File: src/host_pin_pkg.sv
/*
  Package for the host bus mode pin control block: shared types and constants.
  Assumes one system clock at 25 MHz and an active-low asynchronous reset.
*/
package host_pin_pkg;

  localparam int unsigned CTRL_RTS_BIT = 1;
  localparam int unsigned CTRL_OUT2_BIT = 3;
  localparam logic [7:0] CTRL_RESET = 8'h00;
  localparam logic RST_SYNC_LEN_ONE = 1'b1;

  // decoded host access, one per cycle
  typedef struct packed {
    logic sel_a;
    logic sel_b;
    logic rd;
    logic wr;
  } host_access_s;

  // per-channel pin state
  typedef struct packed {
    logic [7:0] modem_ctrl_reg;
    logic ring_q;
    logic msi_pend;
  } chan_state_s;

endpackage

File: src/chan_modem_pins.sv
/*
  One channel of modem control: holds the modem control register, detects
  the ring edge and raises the modem-status pending flag.
  Assumes inputs synchronous to i_clk_sys and a qualified internal reset.
*/
`timescale 1ns/1ps
module chan_modem_pins (
  input wire logic i_clk_sys,                         // system clock
  input wire logic i_nrst,                            // async reset, active low
  input wire logic i_dev_rst,                         // master reset, decoded
  input wire logic i_ctrl_we,                         // write modem control reg
  input wire logic [7:0] i_ctrl_wdata,                // new modem control value
  input wire logic i_msi_en,                          // modem-status irq enable
  input wire logic i_msi_clr,                         // clear pending flag
  input wire logic i_ring_n,                          // ring indicator, active low
  output host_pin_pkg::chan_state_s o_state           // current channel state
);
  import host_pin_pkg::*;

  chan_state_s st_q, st_d;

  always_comb begin
    st_d = st_q;
    if (i_ctrl_we) begin
      st_d.modem_ctrl_reg = i_ctrl_wdata;
    end
    st_d.ring_q = i_ring_n;
    if (i_msi_clr) begin
      st_d.msi_pend = 1'b0;
    end
    // set beats clear so an edge in the clear cycle survives
    if (i_msi_en && i_ring_n && !st_q.ring_q) begin
      st_d.msi_pend = 1'b1;
    end
    if (i_dev_rst) begin
      st_d.modem_ctrl_reg = CTRL_RESET;
      st_d.msi_pend = 1'b0;
      st_d.ring_q = 1'b1;
    end
  end

  always_ff @(posedge i_clk_sys or negedge i_nrst) begin
    if (!i_nrst) begin
      st_q <= '{modem_ctrl_reg: CTRL_RESET, ring_q: 1'b1, msi_pend: 1'b0};
    end else begin
      st_q <= st_d;
    end
  end

  assign o_state = st_q;

  chk_ring_edge_sets: assert property (@(posedge i_clk_sys) disable iff (!i_nrst)
    (!i_dev_rst && i_msi_en && i_ring_n && !st_q.ring_q) |=> st_q.msi_pend)
    else $error("ring rising edge did not set pending");
  chk_no_edge_no_set: assert property (@(posedge i_clk_sys) disable iff (!i_nrst)
    (!st_q.msi_pend && !(i_msi_en && i_ring_n && !st_q.ring_q)) |=> !st_q.msi_pend)
    else $error("pending set without enabled ring edge");
  cov_ring_irq: cover property (@(posedge i_clk_sys) disable iff (!i_nrst)
    $rose(st_q.msi_pend));

endmodule

File: src/host_bus_mode_pin_control.sv
/*
  Top of the host bus mode pin control block: mode select, chip-select and
  strobe decode, reset polarity, interrupt pin and modem output pins.
  Assumes all inputs synchronous to i_clk_sys; board pulls an open pin high.
*/
// What this block does
// - Strobe mode: A's control bit 3 drives irq A and lowers user out A, else both idle.
// - Strobe mode: the second irq pin is B's irq, gated by B's control bit 3 alike.
// - Mode select low: first irq pin is one active-low open-drain device interrupt.
// - Mode select low: second irq pin is unused and left undriven.
// - Read strobe is an active-low read in strobe mode and ignored in direction mode.
// - Mode select high: the shared input is an active-low write strobe.
// - Mode select low: the shared input is a direction line, high read and low write.
// - Mode select high: the master reset input is active high.
// - Mode select low: the master reset input is active low.
// - A rising edge on a channel's ring input raises a modem-status irq when enabled.
// - Control bit 1 set lowers request-to-send, clear raises it; high after reset.
// - Mode select low: first chip select picks both channels, else each picks its own.
// - Mode select low: second chip select is address line 3, low A and high B.
`timescale 1ns/1ps
module host_bus_mode_pin_control (
  input wire logic i_clk_sys,                // system clock, 25 MHz
  input wire logic i_nrst,                   // async reset, active low
  input wire logic i_bus_mode_sel,           // 1/open: strobe mode, 0: direction mode
  input wire logic i_master_reset,           // master reset, polarity by mode
  input wire logic i_chip_sel_first,         // chip select A / both
  input wire logic i_chip_sel_second,        // chip select B / address 3
  input wire logic i_read_strobe_n,          // read strobe, strobe mode only
  input wire logic i_write_strobe_n,         // write strobe / direction line
  input wire logic [7:0] i_ctrl_wdata,       // modem control write data
  input wire logic i_ctrl_addr,              // access targets modem control reg
  input wire logic i_msi_clr,                // clear modem-status pending, selected chan
  input wire logic [1:0] i_msi_en,           // modem-status irq enable per channel
  input wire logic i_chan_a_ring_n,          // channel A ring indicator
  input wire logic i_chan_b_ring_n,          // channel B ring indicator
  output logic o_chan_a_irq_out,             // irq A / device irq level
  output logic o_chan_a_irq_oe_n,            // irq A pin enable, low drives
  output logic o_chan_b_irq_out,             // irq B level
  output logic o_chan_b_irq_oe_n,            // irq B pin enable, low drives
  output logic o_chan_a_user_out_n,          // user output A
  output logic o_chan_b_user_out_n,          // user output B
  output logic o_chan_a_req_send_n,          // request to send A
  output logic o_chan_b_req_send_n,          // request to send B
  output logic o_strobe_mode,                // captured mode strap
  output logic o_dev_rst,                    // decoded master reset
  output host_pin_pkg::host_access_s o_access // decoded host access
);
  import host_pin_pkg::*;

  typedef struct packed {
    logic strap_done;
    logic strobe_mode;
    logic dev_rst;
    host_access_s acc;
    logic prev_act;
    logic a_irq;
    logic a_oe_n;
    logic b_irq;
    logic b_oe_n;
    logic a_op2_n;
    logic b_op2_n;
    logic a_rts_n;
    logic b_rts_n;
  } top_state_s;

  localparam top_state_s TOP_RESET = '{strap_done: 1'b0, strobe_mode: 1'b1,
    dev_rst: 1'b0, acc: '0, prev_act: 1'b0, a_irq: 1'b0, a_oe_n: 1'b1,
    b_irq: 1'b0, b_oe_n: 1'b1, a_op2_n: 1'b1, b_op2_n: 1'b1,
    a_rts_n: 1'b1, b_rts_n: 1'b1};

  top_state_s st_q, st_d;
  chan_state_s cha, chb;
  host_access_s acc;
  logic act;
  logic we_a, we_b;
  logic mode_now;

  // before the strap is caught the reset value of the mode would misread the reset pin
  assign mode_now = st_q.strap_done ? st_q.strobe_mode : i_bus_mode_sel;

  // combinational host decode on the current mode
  always_comb begin
    acc = '0;
    if (st_q.strobe_mode) begin
      acc.sel_a = !i_chip_sel_first;
      acc.sel_b = !i_chip_sel_second;
      acc.rd = !i_read_strobe_n;
      acc.wr = !i_write_strobe_n;
    end else begin
      acc.sel_a = !i_chip_sel_first && !i_chip_sel_second;
      acc.sel_b = !i_chip_sel_first && i_chip_sel_second;
      acc.rd = !i_chip_sel_first && i_write_strobe_n;
      acc.wr = !i_chip_sel_first && !i_write_strobe_n; // read strobe ignored
    end
  end

  // one write per access: act on the leading edge of the strobe
  assign act = acc.wr && i_ctrl_addr;
  assign we_a = act && !st_q.prev_act && acc.sel_a;
  assign we_b = act && !st_q.prev_act && acc.sel_b;

  chan_modem_pins u_chan_a (
    .i_clk_sys(i_clk_sys),
    .i_nrst(i_nrst),
    .i_dev_rst(st_q.dev_rst),
    .i_ctrl_we(we_a),
    .i_ctrl_wdata(i_ctrl_wdata),
    .i_msi_en(i_msi_en[0]),
    .i_msi_clr(i_msi_clr && acc.sel_a),
    .i_ring_n(i_chan_a_ring_n),
    .o_state(cha)
  );

  chan_modem_pins u_chan_b (
    .i_clk_sys(i_clk_sys),
    .i_nrst(i_nrst),
    .i_dev_rst(st_q.dev_rst),
    .i_ctrl_we(we_b),
    .i_ctrl_wdata(i_ctrl_wdata),
    .i_msi_en(i_msi_en[1]),
    .i_msi_clr(i_msi_clr && acc.sel_b),
    .i_ring_n(i_chan_b_ring_n),
    .o_state(chb)
  );

  always_comb begin
    st_d = st_q;
    // strap caught once after reset release; an open pin is pulled high
    if (!st_q.strap_done) begin
      st_d.strap_done = 1'b1;
      st_d.strobe_mode = i_bus_mode_sel;
    end
    st_d.dev_rst = mode_now ? i_master_reset : !i_master_reset;
    st_d.acc = acc;
    st_d.prev_act = act;
    st_d.a_op2_n = !cha.modem_ctrl_reg[CTRL_OUT2_BIT];
    st_d.b_op2_n = !chb.modem_ctrl_reg[CTRL_OUT2_BIT];
    st_d.a_rts_n = !cha.modem_ctrl_reg[CTRL_RTS_BIT];
    st_d.b_rts_n = !chb.modem_ctrl_reg[CTRL_RTS_BIT];
    if (st_q.strobe_mode) begin
      // active-high irq per channel, floated when gated off
      st_d.a_irq = cha.msi_pend;
      st_d.a_oe_n = !cha.modem_ctrl_reg[CTRL_OUT2_BIT];
      st_d.b_irq = chb.msi_pend;
      st_d.b_oe_n = !chb.modem_ctrl_reg[CTRL_OUT2_BIT];
    end else begin
      // open drain: only ever drives low
      st_d.a_irq = 1'b0;
      st_d.a_oe_n = !(cha.msi_pend || chb.msi_pend);
      st_d.b_irq = 1'b0;
      st_d.b_oe_n = 1'b1;
    end
  end

  always_ff @(posedge i_clk_sys or negedge i_nrst) begin
    if (!i_nrst) begin
      st_q <= TOP_RESET;
    end else begin
      st_q <= st_d;
    end
  end

  assign o_chan_a_irq_out = st_q.a_irq;
  assign o_chan_a_irq_oe_n = st_q.a_oe_n;
  assign o_chan_b_irq_out = st_q.b_irq;
  assign o_chan_b_irq_oe_n = st_q.b_oe_n;
  assign o_chan_a_user_out_n = st_q.a_op2_n;
  assign o_chan_b_user_out_n = st_q.b_op2_n;
  assign o_chan_a_req_send_n = st_q.a_rts_n;
  assign o_chan_b_req_send_n = st_q.b_rts_n;
  assign o_strobe_mode = st_q.strobe_mode;
  assign o_dev_rst = st_q.dev_rst;
  assign o_access = st_q.acc;

  chk_irq_a_gate: assert property (@(posedge i_clk_sys) disable iff (!i_nrst)
    (st_q.strap_done && st_q.strobe_mode) |=> (o_chan_a_irq_oe_n == o_chan_a_user_out_n))
    else $error("irq A enable and user output disagree");
  chk_irq_b_gate: assert property (@(posedge i_clk_sys) disable iff (!i_nrst)
    (st_q.strobe_mode && !chb.modem_ctrl_reg[CTRL_OUT2_BIT]) |=> o_chan_b_irq_oe_n)
    else $error("irq B driven while gated off");
  chk_dev_irq_od: assert property (@(posedge i_clk_sys) disable iff (!i_nrst)
    (!st_q.strobe_mode && !$past(st_q.strobe_mode)) |-> !o_chan_a_irq_out)
    else $error("device irq drove high");
  chk_irq_b_unused: assert property (@(posedge i_clk_sys) disable iff (!i_nrst)
    (st_q.strap_done && !st_q.strobe_mode) |=> o_chan_b_irq_oe_n)
    else $error("second irq pin driven in direction mode");
  chk_dev_irq_any: assert property (@(posedge i_clk_sys) disable iff (!i_nrst)
    (!st_q.strobe_mode && (cha.msi_pend || chb.msi_pend)) |=> !o_chan_a_irq_oe_n)
    else $error("device irq missing with pending channel");
  chk_rd_ignored: assert property (@(posedge i_clk_sys) disable iff (!i_nrst)
    (!st_q.strobe_mode && !i_write_strobe_n) |-> !acc.rd)
    else $error("read decoded with direction low");
  chk_rst_pol: assert property (@(posedge i_clk_sys) disable iff (!i_nrst)
    (st_q.strap_done && $stable(st_q.strobe_mode))
      |=> (o_dev_rst == (o_strobe_mode ? $past(i_master_reset) : !$past(i_master_reset))))
    else $error("master reset polarity wrong");
  chk_rts_follow: assert property (@(posedge i_clk_sys) disable iff (!i_nrst)
    we_a && !st_q.dev_rst
      |=> ##1 (o_chan_a_req_send_n == !$past(i_ctrl_wdata[CTRL_RTS_BIT], 2)))
    else $error("request to send A does not follow write");
  chk_rts_b_follow: assert property (@(posedge i_clk_sys) disable iff (!i_nrst)
    we_b && !st_q.dev_rst
      |=> ##1 (o_chan_b_req_send_n == !$past(i_ctrl_wdata[CTRL_RTS_BIT], 2)))
    else $error("request to send B does not follow write");
  chk_user_a_follow: assert property (@(posedge i_clk_sys) disable iff (!i_nrst)
    we_a && !st_q.dev_rst
      |=> ##1 (o_chan_a_user_out_n == !$past(i_ctrl_wdata[CTRL_OUT2_BIT], 2)))
    else $error("user output A does not follow write");
  chk_sel_addr3: assert property (@(posedge i_clk_sys) disable iff (!i_nrst)
    (!st_q.strobe_mode && !i_chip_sel_first)
      |=> (o_access.sel_b == $past(i_chip_sel_second) && o_access.sel_a != o_access.sel_b))
    else $error("address 3 does not pick the channel");
  chk_wr_strobe: assert property (@(posedge i_clk_sys) disable iff (!i_nrst)
    (st_q.strobe_mode && !i_write_strobe_n && !i_chip_sel_first)
      |=> (o_access.wr && o_access.sel_a))
    else $error("write strobe not decoded");

  cov_strobe_write: cover property (@(posedge i_clk_sys) disable iff (!i_nrst)
    st_q.strobe_mode && we_b);
  cov_dir_write: cover property (@(posedge i_clk_sys) disable iff (!i_nrst)
    !st_q.strobe_mode && we_a);
  cov_dev_irq: cover property (@(posedge i_clk_sys) disable iff (!i_nrst)
    !st_q.strobe_mode && $fell(o_chan_a_irq_oe_n));

endmodule

File: config.mk
export PLATFORM = sky130hd
export DESIGN_NAME = host_bus_mode_pin_control
export DESIGN_NICKNAME = d
export VERILOG_FILES = /design/src/host_pin_pkg.sv /design/src/chan_modem_pins.sv /design/src/host_bus_mode_pin_control.sv
export SDC_FILE = /design/constraint.sdc
export NUM_CORES = 1
export LEC_CHECK = 0
export BUFFER_PORTS_ARGS = -buffer_cell sky130_fd_sc_hd__buf_2
export CAP_MARGIN = 20
export CORE_AREA = 5 5 52 54
export DETAILED_ROUTE_END_ITERATION = 10
export DIE_AREA = 0 0 57 59
export PLACE_DENSITY = 0.72
export SETUP_SLACK_MARGIN = 0.15
export SYNTH_ARGS = -nofsm -noshare
export SYNTH_HDL_FRONTEND = slang
export SYNTH_SLANG_ARGS = --single-unit
File: constraint.sdc
create_clock -name i_clk_sys -period 1.6 [get_ports i_clk_sys]
set_input_delay 0.08 -clock i_clk_sys [delete_from_list [all_inputs] [get_ports i_clk_sys]]
set_output_delay 0.08 -clock i_clk_sys [all_outputs]
set_load 0.02 [all_outputs]
==> results.yml <==
cts:
  cts.repair.resized: 0
  clk-insertion-delay-late_ps: 310
  cts.clk_slew.worst_paths_ps: 130
  cts.sinks: 24
  cts-buffers-inserted: 3
  root_buffer: "clkbuf_4"
  h-tree-depth: 1
  cts.path.max_buffers: 2
  cts_tree: "yes"
  cts_setup_buffers: 0
  ctsHoldBuffers: 8
critical_path:
  required_ps: 1830
  critPathLaunchType: "primary input"
  endpoint_kind: "flip-flop"
  crit_arrival_ps: 1540
  crit_path_max_fanout: 4
  path_class: "in -> reg"
timing:
  tightest_slew_ps: 504.1
  max_slew_margin_pct: 66.39
  hold_violations: 0
  rsz0062_at_grt: "no"
  slew_viol_final: 0
  min_period_over_period_pct: 81.90
  fin_setup_tns_ps: 0
  fin_skew_ps: 8.376
  final-setup-viol-count: 0
  whs_ps: 12.00
  fmax_ghz: 0.7631
  final.min_clock_period_ps: 1310
logic_synthesis:
  synth_cells: 78
  ys_ff_latch: 24
  synth_top_area_share_pct: 39.32
  ys_types: 28
  yosysWarnings: 0
  postSynthNetCount: 100
  synth_top_cell_by_area: "dfrtp_1"
  synth_area_leaders: "dfrtp_1 (39%), dfstp_2 (25%), nand2b_1 (3.9%)"
  synth_seq_area_share_pct: 64.09
  syn-cell-area_sq_um: 954.7
  synth_area_per_cell_sq_um: 12.24
floorplan:
  die_x_um: 57
  fp.dieH_um: 59
  rows: 17
  fp.dieArea_sq_um: 3363
  io_pins: 36
  start_util_pct: 44.00
  core_sq_um: 2170
placed_design:
  hpwl_um: 1330
  portBuffers: 29
  gp_congestion: 0.8009
layout:
  nNetsFinal: 137
  syn2layout_area_growth_pct: 27.52
  antenna_cells: 0
  drive_gt1_share_pct: 42.98
  utilization_pct: 56.11
worst_hold_path:
  hp-class: "in -> reg"
routing:
  ant_nets: 0
  drt_first_pass_iters: 4
  routed_wl_um: 1742
  viasPerCell: 4.718
  drt_iter0_drc: 6
  wire_per_inst_um: 12.27
  vias: 670
  drc: 0
power_and_ir_drop:
  power_mw: 1.175
  p_per_area_nw_per_um2: 965.6
  power.leakage_nw: 0.5570
  ir_worst_vdd_mv: 0.4728
global_routing:
  grt_overflow: 0
  grt_max_degree: 25
  track_usage_pct: 12.04
  antenna_found_initial: 0
  grt_pass1_wl_um: 3091
  grt_pass1_vias: 722
run:
  max-cap-violations: 0
status:
  status: "finished clean"
per-layer routing:
layer	share of wire [%]	up-vias	track usage [%]
met5	0	-	0
met4	2.1	0	7.616
met3	5.6	4	1.743
met2	54	18	22.19
met1	38	326	12.88
li1	-	322	-
state kept, by name (all words and copies together) (netlist names), 2 cells and up:
register / flops
o_access: 4
st_q: 2
u_chan_b.o_state: 4
u_chan_a.o_state: 4
where the power goes:
| part | switching [mW] | leakage [nW] | internal [mW] |
|---|---|---|---|
| sequential | 0.0260 | 0.291 | 0.658 |
| combinational | 0.0991 | 0.245 | 0.0807 |
| clock | 0.173 | 0.0210 | 0.139 |
| total | 0.298 | 0.557 | 0.877 |
worst paths after layout:
| kind | cells after the start | slack, ps | endpoint | startpoint |
|---|---|---|---|---|
| max in group asynchronous | 2 | 980 | u_chan_a.o_state[1] | i_nrst |
| hold reg to reg | 1 | 400 | o_chan_b_req_send_n | u_chan_b.o_state[3] |
| setup / recovery | 5 | 290 | u_chan_b.o_state[5] | i_write_strobe_n |
| min in group asynchronous | 2 | 250 | o_chan_b_irq_out | i_nrst |
| hold / removal | 3 | 10 | u_chan_a.o_state[0] | i_msi_en[0] |
| setup reg to reg | 3 | 310 | u_chan_b.o_state[5] | o_strobe_mode |
kinds of logic (layout without fill, tap and decap cells):
family	Yosys count	after routing	synth area share (%)
mux	3	3	3.277
flops	24	24	64.09
compound gates	12	12	8.651
xor+xnor	1	1	0.9176
simple gates	24	24	15.99
other cells	1	1	0.3928
buf+inv	13	49	6.684
cell usage in the layout (no fill, tap or decap), drive strengths merged:
cell         synthesis  routed
dlygate4sd3          0       8
inv                  8       8
mux2                 1       1
and2                 2       2
a31oi                1       1
xnor2                1       1
nand2                2       2
dfstp                9       9
nand4                2       2
dfrtp               15      15
nand2b               6       6
a21o                 1       1
conb                 1       1
nand3b               2       2
nor2b                1       1
mux2i                2       2
nand3                1       1
nor2                 2       2
or2                  2       2
o21ai                2       2
or3                  1       1
or3b                 2       2
buf                  4      29
nor3b                1       1
clkbuf               1       4
a21oi                5       5
o31ai                3       3
synth_stat cells:
master / number
inv_2: 1
a21oi_4: 1
xnor2_1: 1
a31oi_1: 1
nand2b_1: 6
mux2i_1: 2
nand3b_1: 2
nand2_1: 2
nand4_1: 2
buf_4: 4
clkbuf_1: 1
or3_1: 1
nor2b_1: 1
o31ai_1: 3
a21oi_1: 4
and2_1: 2
nand3_1: 1
nor2_1: 2
inv_1: 7
nor3b_1: 1
dfstp_2: 9
or2_2: 2
mux2_2: 1
dfrtp_1: 15
o21ai_0: 2
or3b_4: 2
a21o_1: 1
conb_1: 1
layout make-up:
class	instances	area, sq um
Fill cell	190	952.2
Multi-Input combinational cell	41	279.0
Sequential cell	24	611.8
Clock buffer	4	36.28
Tap cell	28	35.03
Timing Repair Buffer	37	225.2
Inverter	8	30.03
through the flow:
stage          cells  instance area (sq um)  worst slack [ps]
3_5_place_dp     130                   1101             320.7
6_report         142                   1217             289.5
2_1_floorplan     78                  954.7             383.8
4_1_cts          142                   1217             294.8
3_3_place_gp     130                   1101             371.3
5_1_grt          142                   1217             233.4
worst max-delay path, stage by stage:
cell	delay [ps]
dlygate4sd3_1	530
buf_2	140
or3b_4	430
a21oi_4	150
mux2i_1	210
Note: power is estimated with default switching activity, not from simulation.
